File: src/verilog/clock_pll_consts.vh
`ifndef CLOCK_PLL_CONSTS_VH
`define CLOCK_PLL_CONSTS_VH

// Register offsets (12-bit register address space)
`define OFS_FULL_SCALE_CURRENT_CODE 12'h05A
`define OFS_PLL_POST_DIVIDER        12'h094
`define OFS_PLL_POWER_CONTROL       12'h095
`define OFS_SHUFFLE_CONTROL         12'h151
`define OFS_VCO_CALIBRATION_CONTROL 12'h792
`define OFS_REFERENCE_PREDIVIDER    12'h793
`define OFS_CLOCK_OUTPUT_DIVIDER    12'h799
`define OFS_PLL_LOCK_STATUS         12'h7B5

// Field positions
`define BIT_PLL_POWER_DOWN   0
`define BIT_VCO_CAL_TRIGGER  1
`define BIT_SHUFFLE_ENABLE   4
`define BIT_PLL_LOCKED       0
`define FLD_RATIO_LO         0
`define FLD_RATIO_HI         1
`define FLD_CLKOUT_LO        6
`define FLD_CLKOUT_HI        7

// Reset values
`define RST_FULL_SCALE_CODE  8'h28
`define RST_PLL_POWER_DOWN   1'h1
`define RST_RATIO_FIELD      2'h0

// Feedback ratio limits
`define FEEDBACK_MIN         6'h02
`define FEEDBACK_MAX         6'h32

// Shuffle pseudorandom generator
`define LFSR_SEED            16'hACE1
`define LFSR_TAPS            16'hB400

// Calibration time in sample clock cycles (no figure given)
`define VCO_CAL_CYCLES       16'h0100

`endif

File: src/verilog/converter_clock_pll_control.v
`timescale 1ns/1ps
`include "clock_pll_consts.vh"
// How it works
// One sample clock drives every internal domain
// Host keeps reference within 25 to 3080 MHz
// Two-bit predivider field selects divide 1 to 4
// Host keeps detector input within 25-770 MHz
// Power bit zero enables the synthesizer
// Post-divider selects VCO, VCO/2, VCO/3 or VCO/4
// Rate is 8*N*ref/M/(post+1), N 2..50
// Falling edge of calibration bit starts calibration; here ignored while synthesizer powered down
// Read-only status bit shows PLL lock
// Output divider field selects divide 1 to 4
// Full-scale current follows its own code register
// Full-scale code resets to 19.531 mA setting
// Samples are two's complement, offset by half
// Shuffle enable bit selects shuffled or thermometer
// Shuffling remaps upper sources pseudorandomly per sample
// Duty cycle correction on when directly clocked
// Host polls lock before using synthesised clock
// Host reaches registers over serial interface

module converter_clock_pll_control #(
	parameter        SAMPLE_W   = 16,
	parameter        MSB_W      = 4,
	parameter [15:0] CAL_CYCLES = `VCO_CAL_CYCLES
) (
	input  wire                  clk,
	input  wire                  rst_b,
	input  wire [11:0]           reg_addr,
	input  wire [7:0]            reg_wdata,
	input  wire                  reg_wr,
	input  wire                  reg_rd,
	output reg  [7:0]            reg_rdata_q,
	input  wire [5:0]            feedback_ratio,
	input  wire                  pll_lock_detect,
	input  wire [SAMPLE_W-1:0]   converter_sample_code,
	input  wire                  sample_valid,
	output wire                  pll_enable,
	output wire                  sample_clock_from_pll,
	output wire                  duty_cycle_correction_en,
	output wire [2:0]            predivider_ratio,
	output wire [2:0]            post_divider_ratio,
	output wire [2:0]            clock_output_ratio,
	output wire [8:0]            vco_multiplier,
	output wire                  feedback_ratio_valid,
	output wire [7:0]            full_scale_current_code,
	output reg                   vco_cal_start_q,
	output wire                  vco_cal_busy,
	output wire                  pll_locked,
	output wire                  clock_output_tick,
	output reg  [SAMPLE_W-1:0]   positive_branch_code_q,
	output reg  [SAMPLE_W-1:0]   negative_branch_code_q,
	output wire [(1<<MSB_W)-2:0] msb_source_select
);

	// Calibration state codes
	localparam [1:0] ST_IDLE = 2'b00;   // No calibration since reset or power-down
	localparam [1:0] ST_CAL  = 2'b01;   // VCO band search running
	localparam [1:0] ST_WAIT = 2'b10;   // Waiting for loop lock
	localparam [1:0] ST_LOCK = 2'b11;   // Loop locked

	// Half-range offset for the sample code
	localparam [SAMPLE_W-1:0] HALF_RANGE = {1'b1, {(SAMPLE_W-1){1'b0}}};

	// Configuration fields held from register writes
	reg  [7:0]  fsc_code_q;      // Full-scale current code
	reg  [1:0]  post_div_q;      // Post-divider field
	reg         pll_pdn_q;       // Synthesizer power-down
	reg         shuffle_en_q;    // Upper-bit shuffle enable
	reg         cal_bit_q;       // Calibration trigger bit
	reg  [1:0]  predivider_q;    // Reference predivider field
	reg  [1:0]  clkout_div_q;    // Output clock divider field
	reg  [1:0]  state_q;         // Calibration state
	reg  [1:0]  state_d;         // Next calibration state
	reg  [15:0] cal_cnt_q;       // Calibration cycle count
	reg  [15:0] cal_cnt_d;       // Next calibration count
	reg  [7:0]  rdata_d;         // Read mux result
	wire        cal_trigger;     // Falling edge of the trigger bit
	wire [SAMPLE_W-1:0] offset_code;   // Code shifted to unsigned

	// Field value plus one gives the divide ratio
	function [2:0] field_ratio;
		input [1:0] field;
		begin
			field_ratio = {1'b0, field} + 3'h1;
		end
	endfunction

	// Address match helper
	function hit;
		input [11:0] addr;
		input [11:0] ofs;
		begin
			hit = (addr == ofs);
		end
	endfunction

	// Register writes from the serial interface decoder
	always @(posedge clk or negedge rst_b) begin
		if (!rst_b) begin
			// Synthesizer starts off, so the input pins clock the device
			fsc_code_q   <= `RST_FULL_SCALE_CODE;
			post_div_q   <= `RST_RATIO_FIELD;
			pll_pdn_q    <= `RST_PLL_POWER_DOWN;
			shuffle_en_q <= 1'b0;
			cal_bit_q    <= 1'b0;
			predivider_q <= `RST_RATIO_FIELD;
			clkout_div_q <= `RST_RATIO_FIELD;
		end else if (reg_wr) begin
			// Each offset owns its fields; other bits are dropped
			if (hit(reg_addr, `OFS_FULL_SCALE_CURRENT_CODE)) begin
				fsc_code_q <= reg_wdata;
			end
			if (hit(reg_addr, `OFS_PLL_POST_DIVIDER)) begin
				post_div_q <= reg_wdata[`FLD_RATIO_HI:`FLD_RATIO_LO];
			end
			if (hit(reg_addr, `OFS_PLL_POWER_CONTROL)) begin
				pll_pdn_q <= reg_wdata[`BIT_PLL_POWER_DOWN];
			end
			if (hit(reg_addr, `OFS_SHUFFLE_CONTROL)) begin
				shuffle_en_q <= reg_wdata[`BIT_SHUFFLE_ENABLE];
			end
			if (hit(reg_addr, `OFS_VCO_CALIBRATION_CONTROL)) begin
				cal_bit_q <= reg_wdata[`BIT_VCO_CAL_TRIGGER];
			end
			if (hit(reg_addr, `OFS_REFERENCE_PREDIVIDER)) begin
				predivider_q <= reg_wdata[`FLD_RATIO_HI:`FLD_RATIO_LO];
			end
			if (hit(reg_addr, `OFS_CLOCK_OUTPUT_DIVIDER)) begin
				clkout_div_q <= reg_wdata[`FLD_CLKOUT_HI:`FLD_CLKOUT_LO];
			end
		end
	end

	// Calibration starts only on a one-to-zero write of the bit
	// Rewriting zero over zero, or one over one, starts nothing;
	// the bit itself keeps the last written value
	assign cal_trigger = reg_wr && hit(reg_addr, `OFS_VCO_CALIBRATION_CONTROL)
		&& cal_bit_q && !reg_wdata[`BIT_VCO_CAL_TRIGGER];

	// Clock source selection and ratio outputs
	// Powered-down synthesizer leaves the direct input as sample clock
	assign pll_enable               = !pll_pdn_q;
	assign sample_clock_from_pll    = !pll_pdn_q;
	assign duty_cycle_correction_en = pll_pdn_q;
	assign predivider_ratio         = field_ratio(predivider_q);
	assign post_divider_ratio       = field_ratio(post_div_q);
	assign clock_output_ratio       = field_ratio(clkout_div_q);
	// Multiply by eight is a three-bit shift of N
	assign vco_multiplier           = {feedback_ratio, 3'b000};
	assign feedback_ratio_valid     = (feedback_ratio >= `FEEDBACK_MIN)
		&& (feedback_ratio <= `FEEDBACK_MAX);
	assign full_scale_current_code  = fsc_code_q;

	// Calibration sequencer next state
	// Lock loss is not latched; software polls the status bit instead
	always @* begin
		state_d   = state_q;
		cal_cnt_d = cal_cnt_q;
		case (state_q)
			ST_IDLE: begin
				// Wait for a trigger with the synthesizer powered
				if (cal_trigger && !pll_pdn_q) begin
					state_d   = ST_CAL;
					cal_cnt_d = 16'h0000;
				end
			end
			ST_CAL: begin
				// Band search runs a fixed number of cycles
				if (cal_cnt_q >= CAL_CYCLES - 16'h0001) begin
					state_d = ST_WAIT;
				end else begin
					cal_cnt_d = cal_cnt_q + 16'h0001;
				end
			end
			ST_WAIT: begin
				// Hold here until the detector reports lock
				if (pll_lock_detect) begin
					state_d = ST_LOCK;
				end
			end
			ST_LOCK: begin
				// Lost lock drops back to waiting
				if (!pll_lock_detect) begin
					state_d = ST_WAIT;
				end
			end
			default: begin
				state_d = ST_IDLE;
			end
		endcase
		// A new trigger restarts the search from any state
		if (cal_trigger && !pll_pdn_q && state_q != ST_IDLE) begin
			state_d   = ST_CAL;
			cal_cnt_d = 16'h0000;
		end
		// Powering the synthesizer down abandons calibration
		if (pll_pdn_q) begin
			state_d   = ST_IDLE;
			cal_cnt_d = 16'h0000;
		end
	end

	// Calibration sequencer registers
	// Start pulse is a registered copy of the accepted trigger
	always @(posedge clk or negedge rst_b) begin
		if (!rst_b) begin
			state_q         <= ST_IDLE;
			cal_cnt_q       <= 16'h0000;
			vco_cal_start_q <= 1'b0;
		end else begin
			state_q         <= state_d;
			cal_cnt_q       <= cal_cnt_d;
			vco_cal_start_q <= cal_trigger && !pll_pdn_q;
		end
	end

	// Status decodes from the sequencer state
	assign vco_cal_busy = (state_q == ST_CAL);
	assign pll_locked   = (state_q == ST_LOCK) && pll_lock_detect;

	// Read mux; unmapped offsets and reserved bits read zero
	// Reads have no side effects, so polling lock status is safe
	always @* begin
		rdata_d = 8'h00;
		case (reg_addr)
			`OFS_FULL_SCALE_CURRENT_CODE: begin
				rdata_d = fsc_code_q;
			end
			`OFS_PLL_POST_DIVIDER: begin
				rdata_d[`FLD_RATIO_HI:`FLD_RATIO_LO] = post_div_q;
			end
			`OFS_PLL_POWER_CONTROL: begin
				rdata_d[`BIT_PLL_POWER_DOWN] = pll_pdn_q;
			end
			`OFS_SHUFFLE_CONTROL: begin
				rdata_d[`BIT_SHUFFLE_ENABLE] = shuffle_en_q;
			end
			`OFS_VCO_CALIBRATION_CONTROL: begin
				rdata_d[`BIT_VCO_CAL_TRIGGER] = cal_bit_q;
			end
			`OFS_REFERENCE_PREDIVIDER: begin
				rdata_d[`FLD_RATIO_HI:`FLD_RATIO_LO] = predivider_q;
			end
			`OFS_CLOCK_OUTPUT_DIVIDER: begin
				rdata_d[`FLD_CLKOUT_HI:`FLD_CLKOUT_LO] = clkout_div_q;
			end
			`OFS_PLL_LOCK_STATUS: begin
				rdata_d[`BIT_PLL_LOCKED] = pll_locked;
			end
			default: begin
				rdata_d = 8'h00;
			end
		endcase
	end

	// Read data register, updated on each read strobe
	always @(posedge clk or negedge rst_b) begin
		if (!rst_b) begin
			reg_rdata_q <= 8'h00;
		end else if (reg_rd) begin
			reg_rdata_q <= rdata_d;
		end
	end

	// Two's complement to offset binary: invert the sign bit
	// Offset binary lets the current sources take the code directly
	assign offset_code = converter_sample_code ^ HALF_RANGE;

	// Branch codes for the positive and negative current outputs
	// Both branches load together so the pair never shows mixed samples
	always @(posedge clk or negedge rst_b) begin
		if (!rst_b) begin
			positive_branch_code_q <= HALF_RANGE;
			negative_branch_code_q <= ~HALF_RANGE;
		end else if (sample_valid) begin
			positive_branch_code_q <= offset_code;
			negative_branch_code_q <= ~offset_code;
		end
	end

	// Divided clock for a companion converter
	// Free-running, so the companion always sees a clock after reset
	output_clock_divider u_clkout (
		.clk         (clk),
		.rst_b       (rst_b),
		.ratio_field (clkout_div_q),
		.tick_q      (clock_output_tick)
	);

	// Upper-bit source selection, shuffled or thermometer
	// Top MSB_W bits of the offset code say how many sources are on
	msb_shuffler #(
		.MSB_W (MSB_W)
	) u_shuffle (
		.clk          (clk),
		.rst_b        (rst_b),
		.shuffle_en   (shuffle_en_q),
		.advance      (sample_valid),
		.msb_value    (offset_code[SAMPLE_W-1:SAMPLE_W-MSB_W]),
		.source_sel_q (msb_source_select)
	);

endmodule

File: src/verilog/output_clock_divider.v
`timescale 1ns/1ps
`include "clock_pll_consts.vh"

module output_clock_divider (
	input  wire       clk,
	input  wire       rst_b,
	input  wire [1:0] ratio_field,
	output reg        tick_q
);

	reg [1:0] count_q;   // Cycles since last tick

	// Tick once every ratio_field+1 sample clock cycles
	always @(posedge clk or negedge rst_b) begin
		if (!rst_b) begin
			count_q <= 2'h0;
			tick_q  <= 1'b0;
		end else if (count_q >= ratio_field) begin
			// Period complete, also covers a ratio lowered mid-period
			count_q <= 2'h0;
			tick_q  <= 1'b1;
		end else begin
			count_q <= count_q + 2'h1;
			tick_q  <= 1'b0;
		end
	end

endmodule

File: src/verilog/msb_shuffler.v
`timescale 1ns/1ps
`include "clock_pll_consts.vh"

module msb_shuffler #(
	parameter MSB_W = 4
) (
	input  wire                      clk,
	input  wire                      rst_b,
	input  wire                      shuffle_en,
	input  wire                      advance,
	input  wire [MSB_W-1:0]          msb_value,
	output reg  [(1<<MSB_W)-2:0]     source_sel_q
);

	localparam POOL = (1 << MSB_W) - 1;   // Number of upper-bit sources

	reg  [15:0]         lfsr_q;    // Pseudorandom state
	wire [POOL-1:0]     thermo;    // Plain thermometer code
	wire [MSB_W-1:0]    rot;       // Rotation amount
	wire [2*POOL-1:0]   doubled;   // Thermometer shifted around the pool

	// Thermometer: source i is on when the value exceeds i
	genvar i;
	generate
		for (i = 0; i < POOL; i = i + 1) begin : g_thermo
			localparam [MSB_W-1:0] IDX = i;
			assign thermo[i] = (msb_value > IDX);
		end
	endgenerate

	assign rot     = shuffle_en ? lfsr_q[MSB_W-1:0] : {MSB_W{1'b0}};
	assign doubled = {thermo, thermo} >> rot;

	// Galois LFSR steps once per sample
	always @(posedge clk or negedge rst_b) begin
		if (!rst_b) begin
			lfsr_q <= `LFSR_SEED;
		end else if (advance) begin
			lfsr_q <= (lfsr_q >> 1) ^ (lfsr_q[0] ? `LFSR_TAPS : 16'h0000);
		end
	end

	// Register the source selection on the same edge as the branch codes
	always @(posedge clk or negedge rst_b) begin
		if (!rst_b) begin
			source_sel_q <= {POOL{1'b0}};
		end else if (advance) begin
			source_sel_q <= doubled[POOL-1:0];
		end
	end

endmodule

File: config.mk
export PLATFORM = sky130hd
export DESIGN_NAME = converter_clock_pll_control
export DESIGN_NICKNAME = d
export VERILOG_FILES = /design/src/verilog/converter_clock_pll_control.v /design/src/verilog/output_clock_divider.v /design/src/verilog/msb_shuffler.v
export VERILOG_INCLUDE_DIRS = /design/src /design/src/verilog
export SDC_FILE = /design/constraint.sdc
export NUM_CORES = 1
export LEC_CHECK = 0
export ABC_AREA = 1
export BUFFER_PORTS_ARGS = -buffer_cell sky130_fd_sc_hd__buf_2
export CORE_MARGIN = 2
export CORE_UTILIZATION = 51
export CTS_BUF_LIST = sky130_fd_sc_hd__clkbuf_16
export DETAILED_ROUTE_END_ITERATION = 10
export GPL_TIMING_DRIVEN = 0
export HOLD_SLACK_MARGIN = 0.12
export MAX_ROUTING_LAYER = met4
export PLACE_DENSITY_LB_ADDON = 0.15
export RECOVER_POWER = 100
export SLEW_MARGIN = 20
export SYNTH_ARGS = -nofsm -noshare
export SYNTH_HDL_FRONTEND = slang
export SYNTH_SLANG_ARGS = --single-unit
File: constraint.sdc
create_clock -name clk -period 3.7 [get_ports clk]
set_input_delay 0.74 -clock clk [delete_from_list [all_inputs] [get_ports clk]]
set_output_delay 0.74 -clock clk [all_outputs]
set_load 0.1 [all_outputs]
==> impl_metrics.py <==
metrics = {
    "timing": {
        "grt_setup_unrepaired": "false",
        "holdWs_ps": 466,
        "fin_ws_ps": 791,
        "slew-limit-headroom_pct": -54.7,
        "finalClockSkew_ps": 8.39,
        "min_period_ps": 2910,
        "worst_slew_pin_slew_ps": 2320,
        "post-route-period-util_pct": 78.6,
        "tns_ps": 0,
        "slew_violations": 42,
        "setup_viol": 0,
        "fmax_mhz": 344,
        "hold_viol_final": 0,
    },
    "synth": {
        "synth_top_area_share_pct": 37.4,
        "synth-seq-cells": 110,
        "netlist_instances": 724,
        "synth-main-ff-cell": "dfrtp_1",
        "yosysSeqAreaShare_pct": 50.2,
        "synthTopCellsByCount": "246 x nand2_1, 103 x nand3_1, 83 x dfrtp_1, 74 x inv_1, 64 x nor2_1",
        "synth.cell_area_um2": 5550,
        "synth_edf_count": 0,
        "async_reset_ff_share_pct": 100,
        "avgSynthCellArea_um2": 7.67,
        "ys_types": 32,
        "synth.area.top_cells": "dfrtp_1 37%, nand2_1 17%, dfstp_2 13%, nand3_1 9.3%, inv_1 5.0%",
        "yosys_warnings": 0,
        "synth_top_cell_by_area": "dfrtp_1",
        "synth.most_common_cell": "nand2_1",
    },
    "critical_path": {
        "slowest_delay_ps": 850,
        "crit_arrival_ps": 2170,
        "crit_buf_inv": 3,
        "path_cells": "buf_2 -> nor2_1 -> nand2_1 -> a32o_1 -> inv_1 -> clkbuf_1",
        "critPathKind": "in2out",
        "cp_slowest_cell": "clkbuf_1",
        "cp.required_ps": 2960,
        "end_kind": "output pin",
        "startpoint_type": "primary input",
        "crit_family": "buffers and inverters",
        "worstPathMaxFanout": 2,
        "r2r_setup_slack_ps": 1550,
    },
    "grt": {
        "antenna_found_initial": 0,
        "overflow": 0,
        "grt_pass1_vias": 4914,
        "track_usage_pct": 24.6,
        "grt_max_degree": 70,
        "grt_pass1_wl_um": 22300,
    },
    "clock_tree": {
        "cts_max_level": 3,
        "worstSkewPairLatency_ps": 340,
        "cts_hold_buf": 0,
        "cts.repair.resized": 0,
        "postCtsSetupBuffers": 0,
        "cts.sinks": 110,
        "cts_tree": "done",
        "clock_path_buffers": 2,
        "clk_pin_slew_ps": 70,
        "cts_made_buffers": 9,
        "cts_root_buffer": "clkbuf_16",
    },
    "die": {
        "core_area_um2": 10700,
        "fp.dieW_um": 108,
        "io_pins": 137,
        "rows": 38,
        "die_area_um2": 11700,
        "initial_utilization_pct": 51.7,
        "fp.dieH_um": 108,
    },
    "power_and_ir_drop": {
        "fin_total_pwr_uw": 4040,
        "peakVddDrop_mv": 0.485,
        "power_density_nw_per_um2": 612,
        "leakagePower_uw": 0.00332,
    },
    "detailed_routing": {
        "wire_per_inst_um": 13.6,
        "vias": 5140,
        "vias_per_cell": 5.07,
        "drc": 0,
        "dr.first_iter.drc_count": 318,
        "drtAntennaViolNets": 0,
        "drt-total-wl_um": 13800,
        "firstDrtPassIters": 5,
    },
    "final_layout": {
        "nets": 922,
        "fill_cells": 1035,
        "n_antenna_cell": 0,
        "layout-drive-gt1-share_pct": 11.7,
        "syn_to_final_growth_pct": 18.6,
    },
    "flow_run": {
        "max_cap_viol_count": 1,
    },
    "placed_design": {
        "place_congestion": 0.895,
        "hpwl_um": 10300,
        "io_buffers": 130,
        "place_ws_ps": 1230,
    },
    "hold_path": {
        "hp-class": "reg2reg",
    },
    "status": {
        "run_status": "finished with violations",
        "failed_checks": "max-capacitance violations, max-slew violations",
    },
}
logic make-up after synthesis:
logic type	count (synthesis)	share of synthesized area [%]
AOI/OAI and AO/OA	65	6.92
xor gates and xnor gates	4	0.631
adders and majority gates	6	1.35
buffers and inverters	110	8.54
DFF	110	50.2
muxes	2	0.360
other	1	0.0675
and+or+nand+nor	426	32.0
worst min-delay path, cell delays in order, from the launching register on:
cell and delay, ps:
dfstp_2 370, nand2_1 50, nand2_1 50
area by class of cell:
| cell class | count | area, um2 | area share, % |
|---|---|---|---|
| Multi-Input combinational cell | 506 | 2280 | 34.6 |
| Tap cell | 140 | 175 | 2.66 |
| Clock inverter | 6 | 65.1 | 0.987 |
| Sequential cell | 110 | 2790 | 42.3 |
| Clock buffer | 10 | 250 | 3.80 |
| Timing Repair Buffer | 131 | 568 | 8.62 |
| Buffer | 33 | 174 | 2.64 |
| Inverter | 77 | 289 | 4.39 |
state kept, by name, indices dropped and copies added (netlist names):
| signal | count |
|---|---|
| post_div_q | 2 |
| cal_bit_q | 1 |
| cal_cnt_q | 16 |
| negative_branch_code_q | 16 |
| predivider_q | 2 |
| duty_cycle_correction_en | 1 |
| u_clkout.tick_q | 1 |
| full_scale_current_code | 8 |
| reg_rdata_q | 8 |
| clkout_div_q | 2 |
| state_q | 2 |
| positive_branch_code_q | 16 |
| u_shuffle.source_sel_q | 15 |
| u_shuffle.lfsr_q | 16 |
| u_clkout.count_q | 2 |
| shuffle_en_q | 1 |
| vco_cal_start_q | 1 |
layout by cell type (no fill, tap or decap), types with 4 or more instances in the layout:
cell,instances
nand2_1,246
clkbuf_1,105
nand3_1,103
dfrtp_1,83
inv_1,76
nor2_1,65
buf_2,46
o21ai_0,27
dfstp_2,27
o21a_1,14
a21oi_1,13
buf_4,12
clkbuf_16,10
nand4_1,6
ha_1,6
o31ai_1,5
xnor2_1,4
power by group:
group	switching, uW	total [uW]	internal [uW]
sequential	87.9	1480	1390
clock	443	1010	569
combinational	1280	1540	261
path summary, 6_finish.rpt:
| check | cells after the start | start | endpoint |
|---|---|---|---|
| setup / recovery | 6 | feedback_ratio[3] | feedback_ratio_valid |
| hold / removal | 2 | u_shuffle.lfsr_q[7] | u_shuffle.lfsr_q[6] |
| setup reg to reg | 10 | u_shuffle.lfsr_q[0] | u_shuffle.source_sel_q[3] |
| hold reg to reg | 2 | u_shuffle.lfsr_q[7] | u_shuffle.lfsr_q[6] |
| max in group asynchronous | 1 | rst_b | u_shuffle.source_sel_q[2] |
| min in group asynchronous | 1 | rst_b | clkout_div_q[1] |
routing by layer:
metal  part of all wire, %  up-vias  global-route usage, %  wire length (um)
met1                    45     2415                   29.9              6160
met2                    49      134                   42.6              6800
met4                   1.4        0                   7.14               195
met5                     0        -                      -                 0
met3                   4.8       16                   3.80               665
li1                      -     2575                      -                 -
per-stage QoR:
step           cells  util [%]  cell area, um2
6_report        1013      61.3            6590
3_3_place_gp     996      59.4            6390
5_1_grt         1013      61.3            6590
2_1_floorplan    726         -            5560
4_1_cts         1013      62.7            6740
3_5_place_dp     997      59.8            6420
Note: power is estimated with default switching activity, not from simulation.
